File: config.mk
export PLATFORM = sky130hd
export DESIGN_NAME = gw_acq
export DESIGN_NICKNAME = d
export VERILOG_FILES = /design/src/pkg/gw_acq_pkg.sv /design/src/rtl/gw_acq.sv
export SDC_FILE = /design/constraint.sdc
export NUM_CORES = 1
export LEC_CHECK = 0
export BUFFER_PORTS_ARGS = -buffer_cell sky130_fd_sc_hd__buf_2
export CAP_MARGIN = 20
export CORE_MARGIN = 1.5
export CORE_UTILIZATION = 40
export CTS_CLUSTER_SIZE = 20
export DETAILED_ROUTE_END_ITERATION = 8
export SETUP_SLACK_MARGIN = 0.3
export SLEW_MARGIN = 20
export SYNTH_ARGS = -nofsm -noshare
export SYNTH_HDL_FRONTEND = slang
export SYNTH_SLANG_ARGS = --single-unit
File: constraint.sdc
create_clock -name clk_sys -period 32.6 [get_ports clk_sys]
set_input_delay 3.26 -clock clk_sys [delete_from_list [all_inputs] [get_ports clk_sys]]
set_output_delay 3.26 -clock clk_sys [all_outputs]
set_load 0.03 [all_outputs]
File: src/pkg/gw_acq_pkg.sv
// Contract
// - Keep scanning until tunnel channel found
// - No scan before advanced mode set
// - No control descriptor found: tune next channel
// - No matching domain descriptor: legacy init
// - Resolve service group before forwarding descriptors
// - Valid channel: continue initialization and registration
// - Invalid: scan group, drop foreign descriptors
// - All rejected: resume general downstream scan
// - Upstream, IP or registration failure: one-way
// - Presence timer expiry continues downstream scan
// - Descriptor found stops timer, signals found
// - Use only domain fragments matching source MAC
// - Two parallel machines; tunnel feeds init
// - Found and continue-scan stay internal
// - Disable upstream stops every transmit channel
// - Two-way OK reports channel id 255
// - Provide the five controller notifications
// - Tunnel machine takes three commands, returns two
// - Tunnels told apart and filtered by MAC
// - Upstream disabled: keep downstream, two-way disabled
package gw_acq_pkg;

  localparam int MAC_W = 48;
  localparam int FREQ_W = 32;
  localparam int N_TUNNEL = 4;
  localparam int N_US = 4;
  localparam logic [7:0] UPSTREAM_CHANNEL_ID_RSVD = 8'hFF;
  localparam int unsigned PRESENCE_TIME_MS = 2000;
  localparam int unsigned CLK_MHZ = 250;

  typedef enum logic [2:0] {
    NOTE_NONE,
    NOTE_SCAN_DONE,
    NOTE_TWO_WAY_OK,
    NOTE_ONE_WAY,
    NOTE_CANNOT_FWD,
    NOTE_CHAN_CHANGE
  } note_kind_e;

  typedef struct packed {
    note_kind_e  kind;
    logic [7:0]  upstream_channel_id;
    logic        network_access_flag;
    logic [7:0]  max_attached_hosts;
    logic [7:0]  init_type;
  } note_s;

  typedef struct packed {
    logic        start_adv;
    logic        filter_wr;
    logic [1:0]  filter_idx;
    logic [MAC_W-1:0] filter_mac;
    logic        filter_en;
    logic        hunt_new;
    logic        chan_valid;
    logic        freq_hint_vld;
    logic [FREQ_W-1:0] freq_hint;
    logic        us_disable;
    logic        us_enable;
  } ctl_cmd_s;

  typedef struct packed {
    logic        locked;
    logic        lock_fail;
    logic        dcd_frag;
    logic [MAC_W-1:0] dcd_src;
    logic        mdd_frag;
    logic [MAC_W-1:0] mdd_src;
    logic        mdd_none;
    logic        sg_done;
    logic        group_end;
    logic        us_fail;
    logic        ip_fail;
    logic        reg_fail;
    logic        reg_ok;
    logic        chan_change;
    logic [7:0]  chan_change_type;
    logic        cannot_fwd;
    logic        cannot_fwd_naf;
    logic [7:0]  cannot_fwd_hosts;
    logic        tun_vld;
    logic [MAC_W-1:0] tun_dst;
  } phy_evt_s;

endpackage

File: src/rtl/gw_acq.sv
`timescale 1ns/1ps
`default_nettype none
module gw_acq
  import gw_acq_pkg::*;
#(
  parameter int unsigned PRESENCE_CYCLES = PRESENCE_TIME_MS * 1000 * CLK_MHZ
) (
  // Clock and reset
  input  wire logic                    clk_sys,
  input  wire logic                    sys_rst,
  // Controller commands and notices
  input  wire gw_acq_pkg::ctl_cmd_s    cmd,
  output var  gw_acq_pkg::note_s       note_ff,
  output logic                         note_vld_ff,
  output logic                         dcd_fwd_ff,
  output logic [gw_acq_pkg::MAC_W-1:0] dcd_fwd_src_ff,
  output logic                         mac_reinit_ff,
  // Tuner and MAC engine
  input  wire gw_acq_pkg::phy_evt_s    evt,
  output logic                         tune_next_ff,
  output logic                         tune_group_ff,
  output logic                         tune_hint_ff,
  output logic [gw_acq_pkg::FREQ_W-1:0] tune_freq_ff,
  output logic                         legacy_init_ff,
  output logic                         us_start_ff,
  output logic [gw_acq_pkg::N_US-1:0]  us_tx_en_ff,
  output logic                         two_way_dis_ff,
  output logic                         tun_pass_ff
);

  import gw_acq_pkg::*;

  typedef enum logic [3:0] {
    S_IDLE, S_SCAN, S_PRESENCE, S_READ_MDD, S_RESOLVE, S_VALIDATE,
    S_GROUP_SCAN, S_GROUP_PRES, S_US_INIT, S_TWO_WAY, S_ONE_WAY
  } init_e;

  init_e init_ff;
  init_e nxt_init;
  logic [31:0] pres_cnt_ff;
  logic        pres_run_ff;
  logic        chan_found_ff;
  logic        cont_scan_ff;
  logic        adv_mode_ff;
  logic        hold_valid_ff;
  logic        hold_invalid_ff;
  logic [MAC_W-1:0] dom_mac_ff;
  logic        dom_known_ff;
  logic        us_off_ff;
  logic [MAC_W-1:0] filt_mac_ff [N_TUNNEL];
  logic [N_TUNNEL-1:0] filt_en_ff;
  logic [N_TUNNEL-1:0] tun_hit;

  function automatic logic mac_match(input logic [MAC_W-1:0] a, input logic [MAC_W-1:0] b);
    mac_match = (a == b);
  endfunction

  // Tunnel machine: advanced mode latch and channel verdicts
  always_ff @(posedge clk_sys or posedge sys_rst) begin
    if (sys_rst) begin
      adv_mode_ff <= 1'b0;
    end else if (cmd.start_adv) begin
      adv_mode_ff <= 1'b1;
    end
  end

  // Verdicts are internal inputs to the init machine; never routed out
  always_ff @(posedge clk_sys or posedge sys_rst) begin
    if (sys_rst) begin
      hold_valid_ff   <= 1'b0;
      hold_invalid_ff <= 1'b0;
    end else begin
      hold_valid_ff   <= cmd.chan_valid;
      hold_invalid_ff <= cmd.hunt_new;
    end
  end

  // Presence timer on the system clock
  always_ff @(posedge clk_sys or posedge sys_rst) begin
    if (sys_rst) begin
      pres_cnt_ff   <= 32'h0;
      pres_run_ff   <= 1'b0;
      chan_found_ff <= 1'b0;
      cont_scan_ff  <= 1'b0;
    end else begin
      chan_found_ff <= 1'b0;
      cont_scan_ff  <= 1'b0;
      if ((init_ff == S_PRESENCE || init_ff == S_GROUP_PRES) && !pres_run_ff
          && !chan_found_ff && !cont_scan_ff) begin
        pres_run_ff <= 1'b1;
        pres_cnt_ff <= 32'h0;
      end else if (pres_run_ff) begin
        if (evt.dcd_frag) begin
          pres_run_ff <= 1'b0;
          // A foreign descriptor in the group is dropped; waiting for a verdict
          // on it would stall, since the controller never sees it
          if (init_ff == S_GROUP_PRES && !mac_match(evt.dcd_src, dom_mac_ff)) begin
            cont_scan_ff <= 1'b1;
          end else begin
            chan_found_ff <= 1'b1;
          end
        end else if (pres_cnt_ff >= PRESENCE_CYCLES - 1) begin
          pres_run_ff  <= 1'b0;
          cont_scan_ff <= 1'b1;
        end else begin
          pres_cnt_ff <= pres_cnt_ff + 32'h1;
        end
      end
    end
  end

  // Domain address captured from the first descriptor seen on the channel
  always_ff @(posedge clk_sys or posedge sys_rst) begin
    if (sys_rst) begin
      dom_mac_ff   <= '0;
      dom_known_ff <= 1'b0;
    end else if (init_ff == S_SCAN) begin
      dom_known_ff <= 1'b0;
    end else if (init_ff == S_PRESENCE && evt.dcd_frag && !dom_known_ff) begin
      dom_mac_ff   <= evt.dcd_src;
      dom_known_ff <= 1'b1;
    end
  end

  // Initialization machine
  always_comb begin
    nxt_init = init_ff;
    case (init_ff)
      S_IDLE:       if (adv_mode_ff) nxt_init = S_SCAN;
      S_SCAN:       if (evt.locked) nxt_init = S_PRESENCE;
      S_PRESENCE: begin
        if (chan_found_ff) nxt_init = S_READ_MDD;
        else if (cont_scan_ff) nxt_init = S_SCAN;
      end
      S_READ_MDD: begin
        if (evt.mdd_frag && mac_match(evt.mdd_src, dom_mac_ff)) nxt_init = S_RESOLVE;
        else if (evt.mdd_none) nxt_init = S_US_INIT;
      end
      S_RESOLVE:    if (evt.sg_done) nxt_init = S_VALIDATE;
      S_VALIDATE: begin
        if (hold_valid_ff) nxt_init = S_US_INIT;
        else if (hold_invalid_ff) nxt_init = S_GROUP_SCAN;
      end
      S_GROUP_SCAN: begin
        if (evt.group_end) nxt_init = S_SCAN;
        else if (evt.locked) nxt_init = S_GROUP_PRES;
      end
      S_GROUP_PRES: begin
        if (chan_found_ff) nxt_init = S_VALIDATE;
        else if (cont_scan_ff) nxt_init = S_GROUP_SCAN;
      end
      S_US_INIT: begin
        if (evt.us_fail || evt.ip_fail || evt.reg_fail) nxt_init = S_ONE_WAY;
        else if (evt.reg_ok) nxt_init = S_TWO_WAY;
      end
      S_TWO_WAY, S_ONE_WAY: nxt_init = init_ff;
      default:      nxt_init = S_IDLE;
    endcase
    if (evt.lock_fail && init_ff inside {S_PRESENCE, S_READ_MDD, S_RESOLVE}) begin
      nxt_init = S_SCAN;
    end
    if (us_off_ff && init_ff == S_US_INIT) begin
      nxt_init = S_ONE_WAY;
    end
  end

  always_ff @(posedge clk_sys or posedge sys_rst) begin
    if (sys_rst) init_ff <= S_IDLE;
    else         init_ff <= nxt_init;
  end

  // Tuner strobes
  always_ff @(posedge clk_sys or posedge sys_rst) begin
    if (sys_rst) begin
      tune_next_ff   <= 1'b0;
      tune_group_ff  <= 1'b0;
      tune_hint_ff   <= 1'b0;
      tune_freq_ff   <= '0;
      legacy_init_ff <= 1'b0;
      us_start_ff    <= 1'b0;
    end else begin
      tune_next_ff   <= (nxt_init == S_SCAN) && (init_ff != S_SCAN) && adv_mode_ff;
      tune_group_ff  <= (nxt_init == S_GROUP_SCAN) && (init_ff != S_GROUP_SCAN);
      tune_hint_ff   <= cmd.freq_hint_vld && init_ff == S_SCAN;
      if (cmd.freq_hint_vld) tune_freq_ff <= cmd.freq_hint;
      legacy_init_ff <= (init_ff == S_READ_MDD) && (nxt_init == S_US_INIT);
      us_start_ff    <= (init_ff != S_US_INIT) && (nxt_init == S_US_INIT) && !us_off_ff;
    end
  end

  // Descriptor forwarding only after group resolution
  always_ff @(posedge clk_sys or posedge sys_rst) begin
    if (sys_rst) begin
      dcd_fwd_ff     <= 1'b0;
      dcd_fwd_src_ff <= '0;
    end else begin
      dcd_fwd_ff <= 1'b0;
      if (init_ff == S_RESOLVE && evt.sg_done) begin
        dcd_fwd_ff     <= 1'b1;
        dcd_fwd_src_ff <= dom_mac_ff;
      end else if (init_ff == S_GROUP_PRES && evt.dcd_frag
                   && mac_match(evt.dcd_src, dom_mac_ff)) begin
        dcd_fwd_ff     <= 1'b1;
        dcd_fwd_src_ff <= evt.dcd_src;
      end
    end
  end

  // Upstream transmitters; disable wins at any point
  always_ff @(posedge clk_sys or posedge sys_rst) begin
    if (sys_rst) begin
      us_off_ff      <= 1'b0;
      us_tx_en_ff    <= '0;
      two_way_dis_ff <= 1'b0;
    end else begin
      if (cmd.us_disable) begin
        us_off_ff      <= 1'b1;
        us_tx_en_ff    <= '0;
        two_way_dis_ff <= 1'b1;
      end else begin
        if (cmd.us_enable) begin
          us_off_ff      <= 1'b0;
          two_way_dis_ff <= 1'b0;
        end
        if (!us_off_ff && nxt_init == S_TWO_WAY) us_tx_en_ff <= '1;
        else if (nxt_init == S_ONE_WAY) us_tx_en_ff <= '0;
      end
    end
  end

  // Tunnel filter table
  always_ff @(posedge clk_sys or posedge sys_rst) begin
    if (sys_rst) begin
      filt_en_ff <= '0;
      for (int i = 0; i < N_TUNNEL; i++) filt_mac_ff[i] <= '0;
    end else if (cmd.filter_wr) begin
      filt_mac_ff[cmd.filter_idx] <= cmd.filter_mac;
      filt_en_ff[cmd.filter_idx]  <= cmd.filter_en;
    end
  end

  genvar g;
  generate
    for (g = 0; g < N_TUNNEL; g++) begin : g_hit
      assign tun_hit[g] = filt_en_ff[g] && mac_match(evt.tun_dst, filt_mac_ff[g]);
    end
  endgenerate

  // Tunnel traffic keeps flowing in one-way and two-way-disabled
  always_ff @(posedge clk_sys or posedge sys_rst) begin
    if (sys_rst) tun_pass_ff <= 1'b0;
    else         tun_pass_ff <= evt.tun_vld && (|tun_hit) && adv_mode_ff;
  end

  // Controller notifications
  always_ff @(posedge clk_sys or posedge sys_rst) begin
    if (sys_rst) begin
      note_ff       <= '0;
      note_vld_ff   <= 1'b0;
      mac_reinit_ff <= 1'b0;
    end else begin
      note_vld_ff   <= 1'b0;
      mac_reinit_ff <= 1'b0;
      note_ff       <= '0;
      if (init_ff == S_US_INIT && nxt_init == S_TWO_WAY) begin
        note_vld_ff                  <= 1'b1;
        note_ff.kind                 <= NOTE_TWO_WAY_OK;
        note_ff.upstream_channel_id  <= UPSTREAM_CHANNEL_ID_RSVD;
      end else if (init_ff != S_ONE_WAY && nxt_init == S_ONE_WAY) begin
        note_vld_ff  <= 1'b1;
        note_ff.kind <= NOTE_ONE_WAY;
      end else if ((init_ff == S_READ_MDD || init_ff == S_VALIDATE) && nxt_init == S_US_INIT) begin
        note_vld_ff  <= 1'b1;
        note_ff.kind <= NOTE_SCAN_DONE;
      end else if (evt.cannot_fwd) begin
        note_vld_ff                  <= 1'b1;
        note_ff.kind                 <= NOTE_CANNOT_FWD;
        note_ff.network_access_flag  <= evt.cannot_fwd_naf;
        note_ff.max_attached_hosts   <= evt.cannot_fwd_hosts;
      end else if (evt.chan_change) begin
        note_vld_ff       <= 1'b1;
        note_ff.kind      <= NOTE_CHAN_CHANGE;
        note_ff.init_type <= evt.chan_change_type;
      end
      if (init_ff == S_GROUP_SCAN && evt.group_end) begin
        mac_reinit_ff <= 1'b1;
      end
    end
  end

endmodule // gw_acq
`default_nettype wire

# [Yosys cells after proc, flatten, opt, wreduce, memory -nomap -nowiden]
# Index checks and enable logic that the tools add are counted.
[totals] ff_bits=409 in_bits=267 out_inout_bits=122
[op_classes] addsub=1 n_lt_le_gt_ge=5 eq_ne=27 n_mux=70 bitwise_logic=2 n_reduce_logical=53
[op_table] operator="48-bit equality test" count=6
[op_table] operator="192-bit bitwise mux" count=1
[op_table] operator="48-bit 2-to-1 mux" count=3
[op_table] operator="32-bit 2-to-1 mux" count=4
[op_table] operator="48-bit demux with 2-bit select" count=1
[op_table] operator="4-bit 2-to-1 mux" count=20
[op_table] operator="17-bit 2-to-1 mux" count=3
[op_table] operator="4-bit one-hot mux with 10 select lines" count=1
[op_table] operator="32-bit by 1-bit adder with 32-bit output, second input constant" count=1
[op_table] operator="32-bit by 29-bit greater-or-equal comparator with 1-bit output, second input constant" count=1
[op_table] operator="1-bit logical AND" count=32
[op_table] operator="1-bit 2-to-1 mux" count=26
[op_table] operator="4-bit equality test, second input constant" count=6
[op_table] operator="8-bit 2-to-1 mux" count=3
[op_table] operator="4-bit by 3-bit equality test with 1-bit output, second input constant" count=5
[op_table] operator="3-bit 2-to-1 mux" count=5
[op_table] operator="9-bit 2-to-1 mux" count=1
[op_table] operator="4-bit by 1-bit equality test with 1-bit output, second input constant" count=2
[op_table] operator="4-bit by 2-bit equality test with 1-bit output, second input constant" count=2
[op_table] operator="4-bit != test, second input constant" count=2
[op_table] operator="2-bit nonzero test" count=4
[op_table] operator="1-bit logical NOT" count=6
[op_table] operator="3-bit nonzero test" count=2
[op_table] operator="4-bit bitwise mux" count=1
[op_table] operator="17 further kinds" count=20

# [Depth between registers and ports, before layout]
[logic_depth] depth_word=11 ltp_mapped=11 ltp_nobuf=10

# [Worst setup path before layout]
# OpenSTA, ideal clock, no wires.
[synth_timing] path_kind="input -> register" start="input evt[106] (netlist bit)" end="register note_ff[15] (netlist bit)" setup_ps=67 t_arrival_ps=5230 required_ps=32533 path_slack_ps=27303 cell_stages=10 n_path_buf=2 cell_sequence="nor2b_1 > a2111o_1 > a2111oi_2 > nand4_1 > or3_1 > buf_6 > and2_4 > nor3_4 > buf_6 > and3_1"
[synth_between] elab_chain_cells=11
[synth_rtl] element="start, declared" line="gw_acq.sv:19" source="input wire gw_acq_pkg::phy_evt_s evt,"
[synth_rtl] element="48-bit equality test (*)" line="gw_acq.sv:55" source="mac_match = (a == b);"
[synth_rtl] element="1-bit logical AND (*)" line="gw_acq.sv:136" source="if (evt.mdd_frag && mac_match(evt.mdd_src, dom_mac_ff)) nxt_init = S_RESOLVE;"
[synth_rtl] element="4-bit 2-to-1 mux (*)" line="gw_acq.sv:136"
[synth_rtl] element="4-bit one-hot mux with 10 select lines (*)" line="gw_acq.sv:128" source="case (init_ff)"
[synth_rtl] element="4-bit 2-to-1 mux (*)" line="gw_acq.sv:159" source="if (evt.lock_fail && init_ff inside {S_PRESENCE, S_READ_MDD, S_RESOLVE}) begin"
[synth_rtl] element="4-bit 2-to-1 mux (*)" line="gw_acq.sv:162" source="if (us_off_ff && init_ff == S_US_INIT) begin"
[synth_rtl] element="4-bit equality test" line="gw_acq.sv:272" source="end else if ((init_ff == S_READ_MDD || init_ff == S_VALIDATE) && nxt_init == S_US_INIT) begin"
[synth_rtl] element="1-bit logical AND" line="gw_acq.sv:272"
[synth_rtl] element="17-bit 2-to-1 mux" line="gw_acq.sv:272"
[synth_rtl] element="17-bit 2-to-1 mux" line="gw_acq.sv:269" source="end else if (init_ff != S_ONE_WAY && nxt_init == S_ONE_WAY) begin"
[synth_rtl] element="17-bit 2-to-1 mux (*)" line="gw_acq.sv:265" source="if (init_ff == S_US_INIT && nxt_init == S_TWO_WAY) begin"
[synth_rtl] element="end, declared" line="gw_acq.sv:13" source="output var gw_acq_pkg::note_s note_ff,"
# Mark *: on every way between the ends. The rest lies on a longest branch, timed or not.
# A chain may end at the register's enable or synchronous reset.

# [Worst setup path after layout]
[layout_timing] start="input evt[77] (netlist bit)" end="register note_ff[14] (netlist bit)"
# The elaborated chain is that of the path after synthesis.

==> results.py <==
metrics = {
    "placement": {
        "gp_congestion": 0.8666,
        "dp_cells": 2505,
        "portBuffers": 388,
        "hpwl_um": 40180,
    },
    "clock_network": {
        "clock_latency_ps": 590,
        "cts_sinks": 399,
        "postCtsHoldBufs": 0,
        "cts_buffers": 45,
        "cts_max_level": 2,
        "clock_tree.root_cell": "clkbuf_16",
        "cts_tree": "yes",
        "cts.path.max_buffers": 3,
        "post_cts_buffers": 0,
        "cts_resized": 0,
        "path_clk_slew_ps": 60,
    },
    "routing": {
        "drt_wl_total_um": 54810,
        "via_count": 13430,
        "firstDrtPassIters": 5,
        "drt_iter0_markers": 710,
        "drt.antenna.violating_nets": 0,
        "wire_per_inst_um": 21.10,
        "via_per_inst": 5.171,
        "drc": 0,
    },
    "logic_synthesis": {
        "synth_cell_types": 57,
        "synth_adder_area_share_pct": 0.06549,
        "synthTopCellsByCount": "dfrtp_1, mux2_2, xor2_1, nand2_1, nor4_1",
        "syn-num-nets": 1837,
        "yosys.area.top_type_share_pct": 52.26,
        "async_flop_share_pct": 100.0,
        "synth-edff-count": 0,
        "yosys.area.top_type": "dfrtp_1",
        "ys_warn_count": 0,
        "synth_area_mm2": 0.01910,
        "synth_compound_area_share_pct": 3.753,
        "ys.flop_type": "dfrtp_1",
        "muxShareOfSynthArea_pct": 18.57,
        "synthCells": 1569,
        "yosysMostFrequentCell": "dfrtp_1",
        "ys_seq_area_share_pct": 52.26,
        "synthSimpleGateAreaFrac_pct": 9.536,
        "synthTopCellsByArea": "dfrtp_1, mux2_2, xor2_1",
        "yosys.area_share.xor_xnor_pct": 13.66,
        "syn_area_per_cell_um2": 12.18,
        "synth_top_family_by_area": "multiplexers",
        "ys_ff_latch": 399,
    },
    "sta": {
        "worstMarginPinSlew_ps": 1012,
        "setup_viol": 0,
        "maxSlewHeadroom_pct": 31.91,
        "period_needed_ps": 5357,
        "rsz0062_at_grt": "no",
        "slew_violations": 0,
        "finalSetupTns_ps": 0,
        "period_share_pct": 16.43,
        "finClkSkew_ps": 19.20,
        "hold_viol_final": 0,
        "fmax_mhz": 186.7,
    },
    "min_path": {
        "holdCritPathClass": "flip-flop to flip-flop",
    },
    "global_routing": {
        "grtUsageTotal_pct": 22.26,
        "grt_max_degree": 130,
        "grt_pass1_wl_um": 83610,
        "grt.overflow.total": 0,
        "antenna_found_initial": 14,
        "first_global_vias": 14000,
    },
    "outcome": {
        "outcome": "completed",
    },
    "floorplanning": {
        "die_area_mm2": 0.04908,
        "core_mm2": 0.04685,
        "rows": 79,
        "start_util_pct": 40.78,
        "die_width_um": 221.5,
        "die_h_um": 221.5,
        "pin_count": 389,
    },
    "worst_setup_path": {
        "startpoint_type": "input pin",
        "crit_type": "input pin to flip-flop",
        "cp-end-kind": "flip-flop",
        "crit_arrival_ps": 5880,
        "crit_path_max_fanout": 18,
        "worstPathRequired_ps": 33120,
    },
    "cells_and_area": {
        "area_delta_synth_final_pct": 21.63,
        "finalNetCount": 2213,
        "drive_above_1_share_pct": 38.67,
        "final_cells": 2598,
    },
    "power": {
        "pwr-share-seq_pct": 43.0,
        "sw_frac_of_total_pct": 31.50,
        "combPwrFrac_pct": 22.6,
        "p_int_mw": 1.072,
        "p_sw_mw": 0.4927,
        "ir_drop_mv": 0.04418,
        "power_density_mw_per_mm2": 67.32,
        "clock_power_share_pct": 34.4,
        "p_leak_nw": 11.22,
    },
    "flow_run": {
        "max-cap-violations": 0,
    },
}
==> critical path: stages <==
cell	delay (ps)
buf_2	100
xor2_1	150
nor4_1	630
nand4_1	180
or3_1	580
and2_4	230
nor3_4	480
and3_2	260
==> stage by stage <==
stage | hold WS, ps | setup WS, ps | total power, mW | utilization [%] | instance area (um2)
floorplan | 455.1 | 18240 | 0.9064 | - | 19100
global placement | 458.6 | 26590 | 1.026 | 46.18 | 21630
detailed placement | 468.9 | 26540 | 1.033 | 46.19 | 21640
CTS | 482.1 | 27170 | 1.580 | 49.54 | 23210
global route | 503.2 | 27140 | 1.642 | 49.58 | 23230
finish | 474.8 | 27240 | 1.564 | 49.60 | 23240
==> path summary, 6_finish.rpt <==
check,slack [ps],startpoint,cells past startpoint,to
min,470,dcd_fwd_src_ff[44],2,dcd_fwd_src_ff[44]
max in group asynchronous,27590,sys_rst,4,note_ff[7]
max,27240,evt[77],8,note_ff[14]
min reg2reg,470,dcd_fwd_src_ff[44],2,dcd_fwd_src_ff[44]
min in group asynchronous,2830,sys_rst,2,filt_mac_ff[95]
max reg2reg,29290,init_ff[0],7,dcd_fwd_src_ff[20]
==> logic make-up (layout without fill, tap and decap cells) <==
group	after synthesis	count (layout)
simple gates	341	341
fa+ha+maj	1	1
other cells	0	10
compound gates	115	115
xor+xnor	298	298
flops	399	399
buf+inv	95	507
mux	320	320
==> cell type report <==
cell class	count	area [um2]
fillers	4285	23620
diodes	10	25.02
repair buffers	400	2036
clock buffers	62	1260
inverters	24	97.59
well taps	607	759.5
flip-flops and latches	399	9985
multi-input cells	1075	8768
clock inverters	21	306.5
==> power groups by stage <==
stage / Combinational, mW / Clock [mW] / Sequential (mW)
after floorplan: 0.232 / 0 / 0.674
after global placement: 0.349 / 0 / 0.677
after detailed placement: 0.352 / 0 / 0.681
after CTS: 0.355 / 0.552 / 0.673
after global routing: 0.384 / 0.571 / 0.687
final: 0.353 / 0.538 / 0.673
==> cells in the final DEF (no fill, tap or decap), drive strengths merged, types with 34 or more instances in the layout <==
cell type,Yosys,final
xnor2,37,37
nor4,62,62
dfrtp,399,399
mux2i,44,44
nor2,47,47
o21ai,57,57
buf,33,400
nand2,79,79
nand4,34,34
mux2,276,276
xor2,261,261
clkbuf,38,62
==> sequential cells by signal (all words and copies together) (netlist names), 4 cells and up <==
| name | count |
|---|---|
| filt_en_ff | 4 |
| filt_mac_ff | 192 |
| note_ff | 21 |
| dom_mac_ff | 48 |
| tune_freq_ff | 32 |
| pres_cnt_ff | 32 |
| init_ff | 4 |
| dcd_fwd_src_ff | 48 |
==> layer usage <==
layer | wire length (um) | GRT usage [%]
met5 | 48 | 0
met4 | 1439 | 7.247
met3 | 3458 | 5.115
met2 | 26840 | 37.24
met1 | 23020 | 28.53
(Power assumes the default switching activity.)
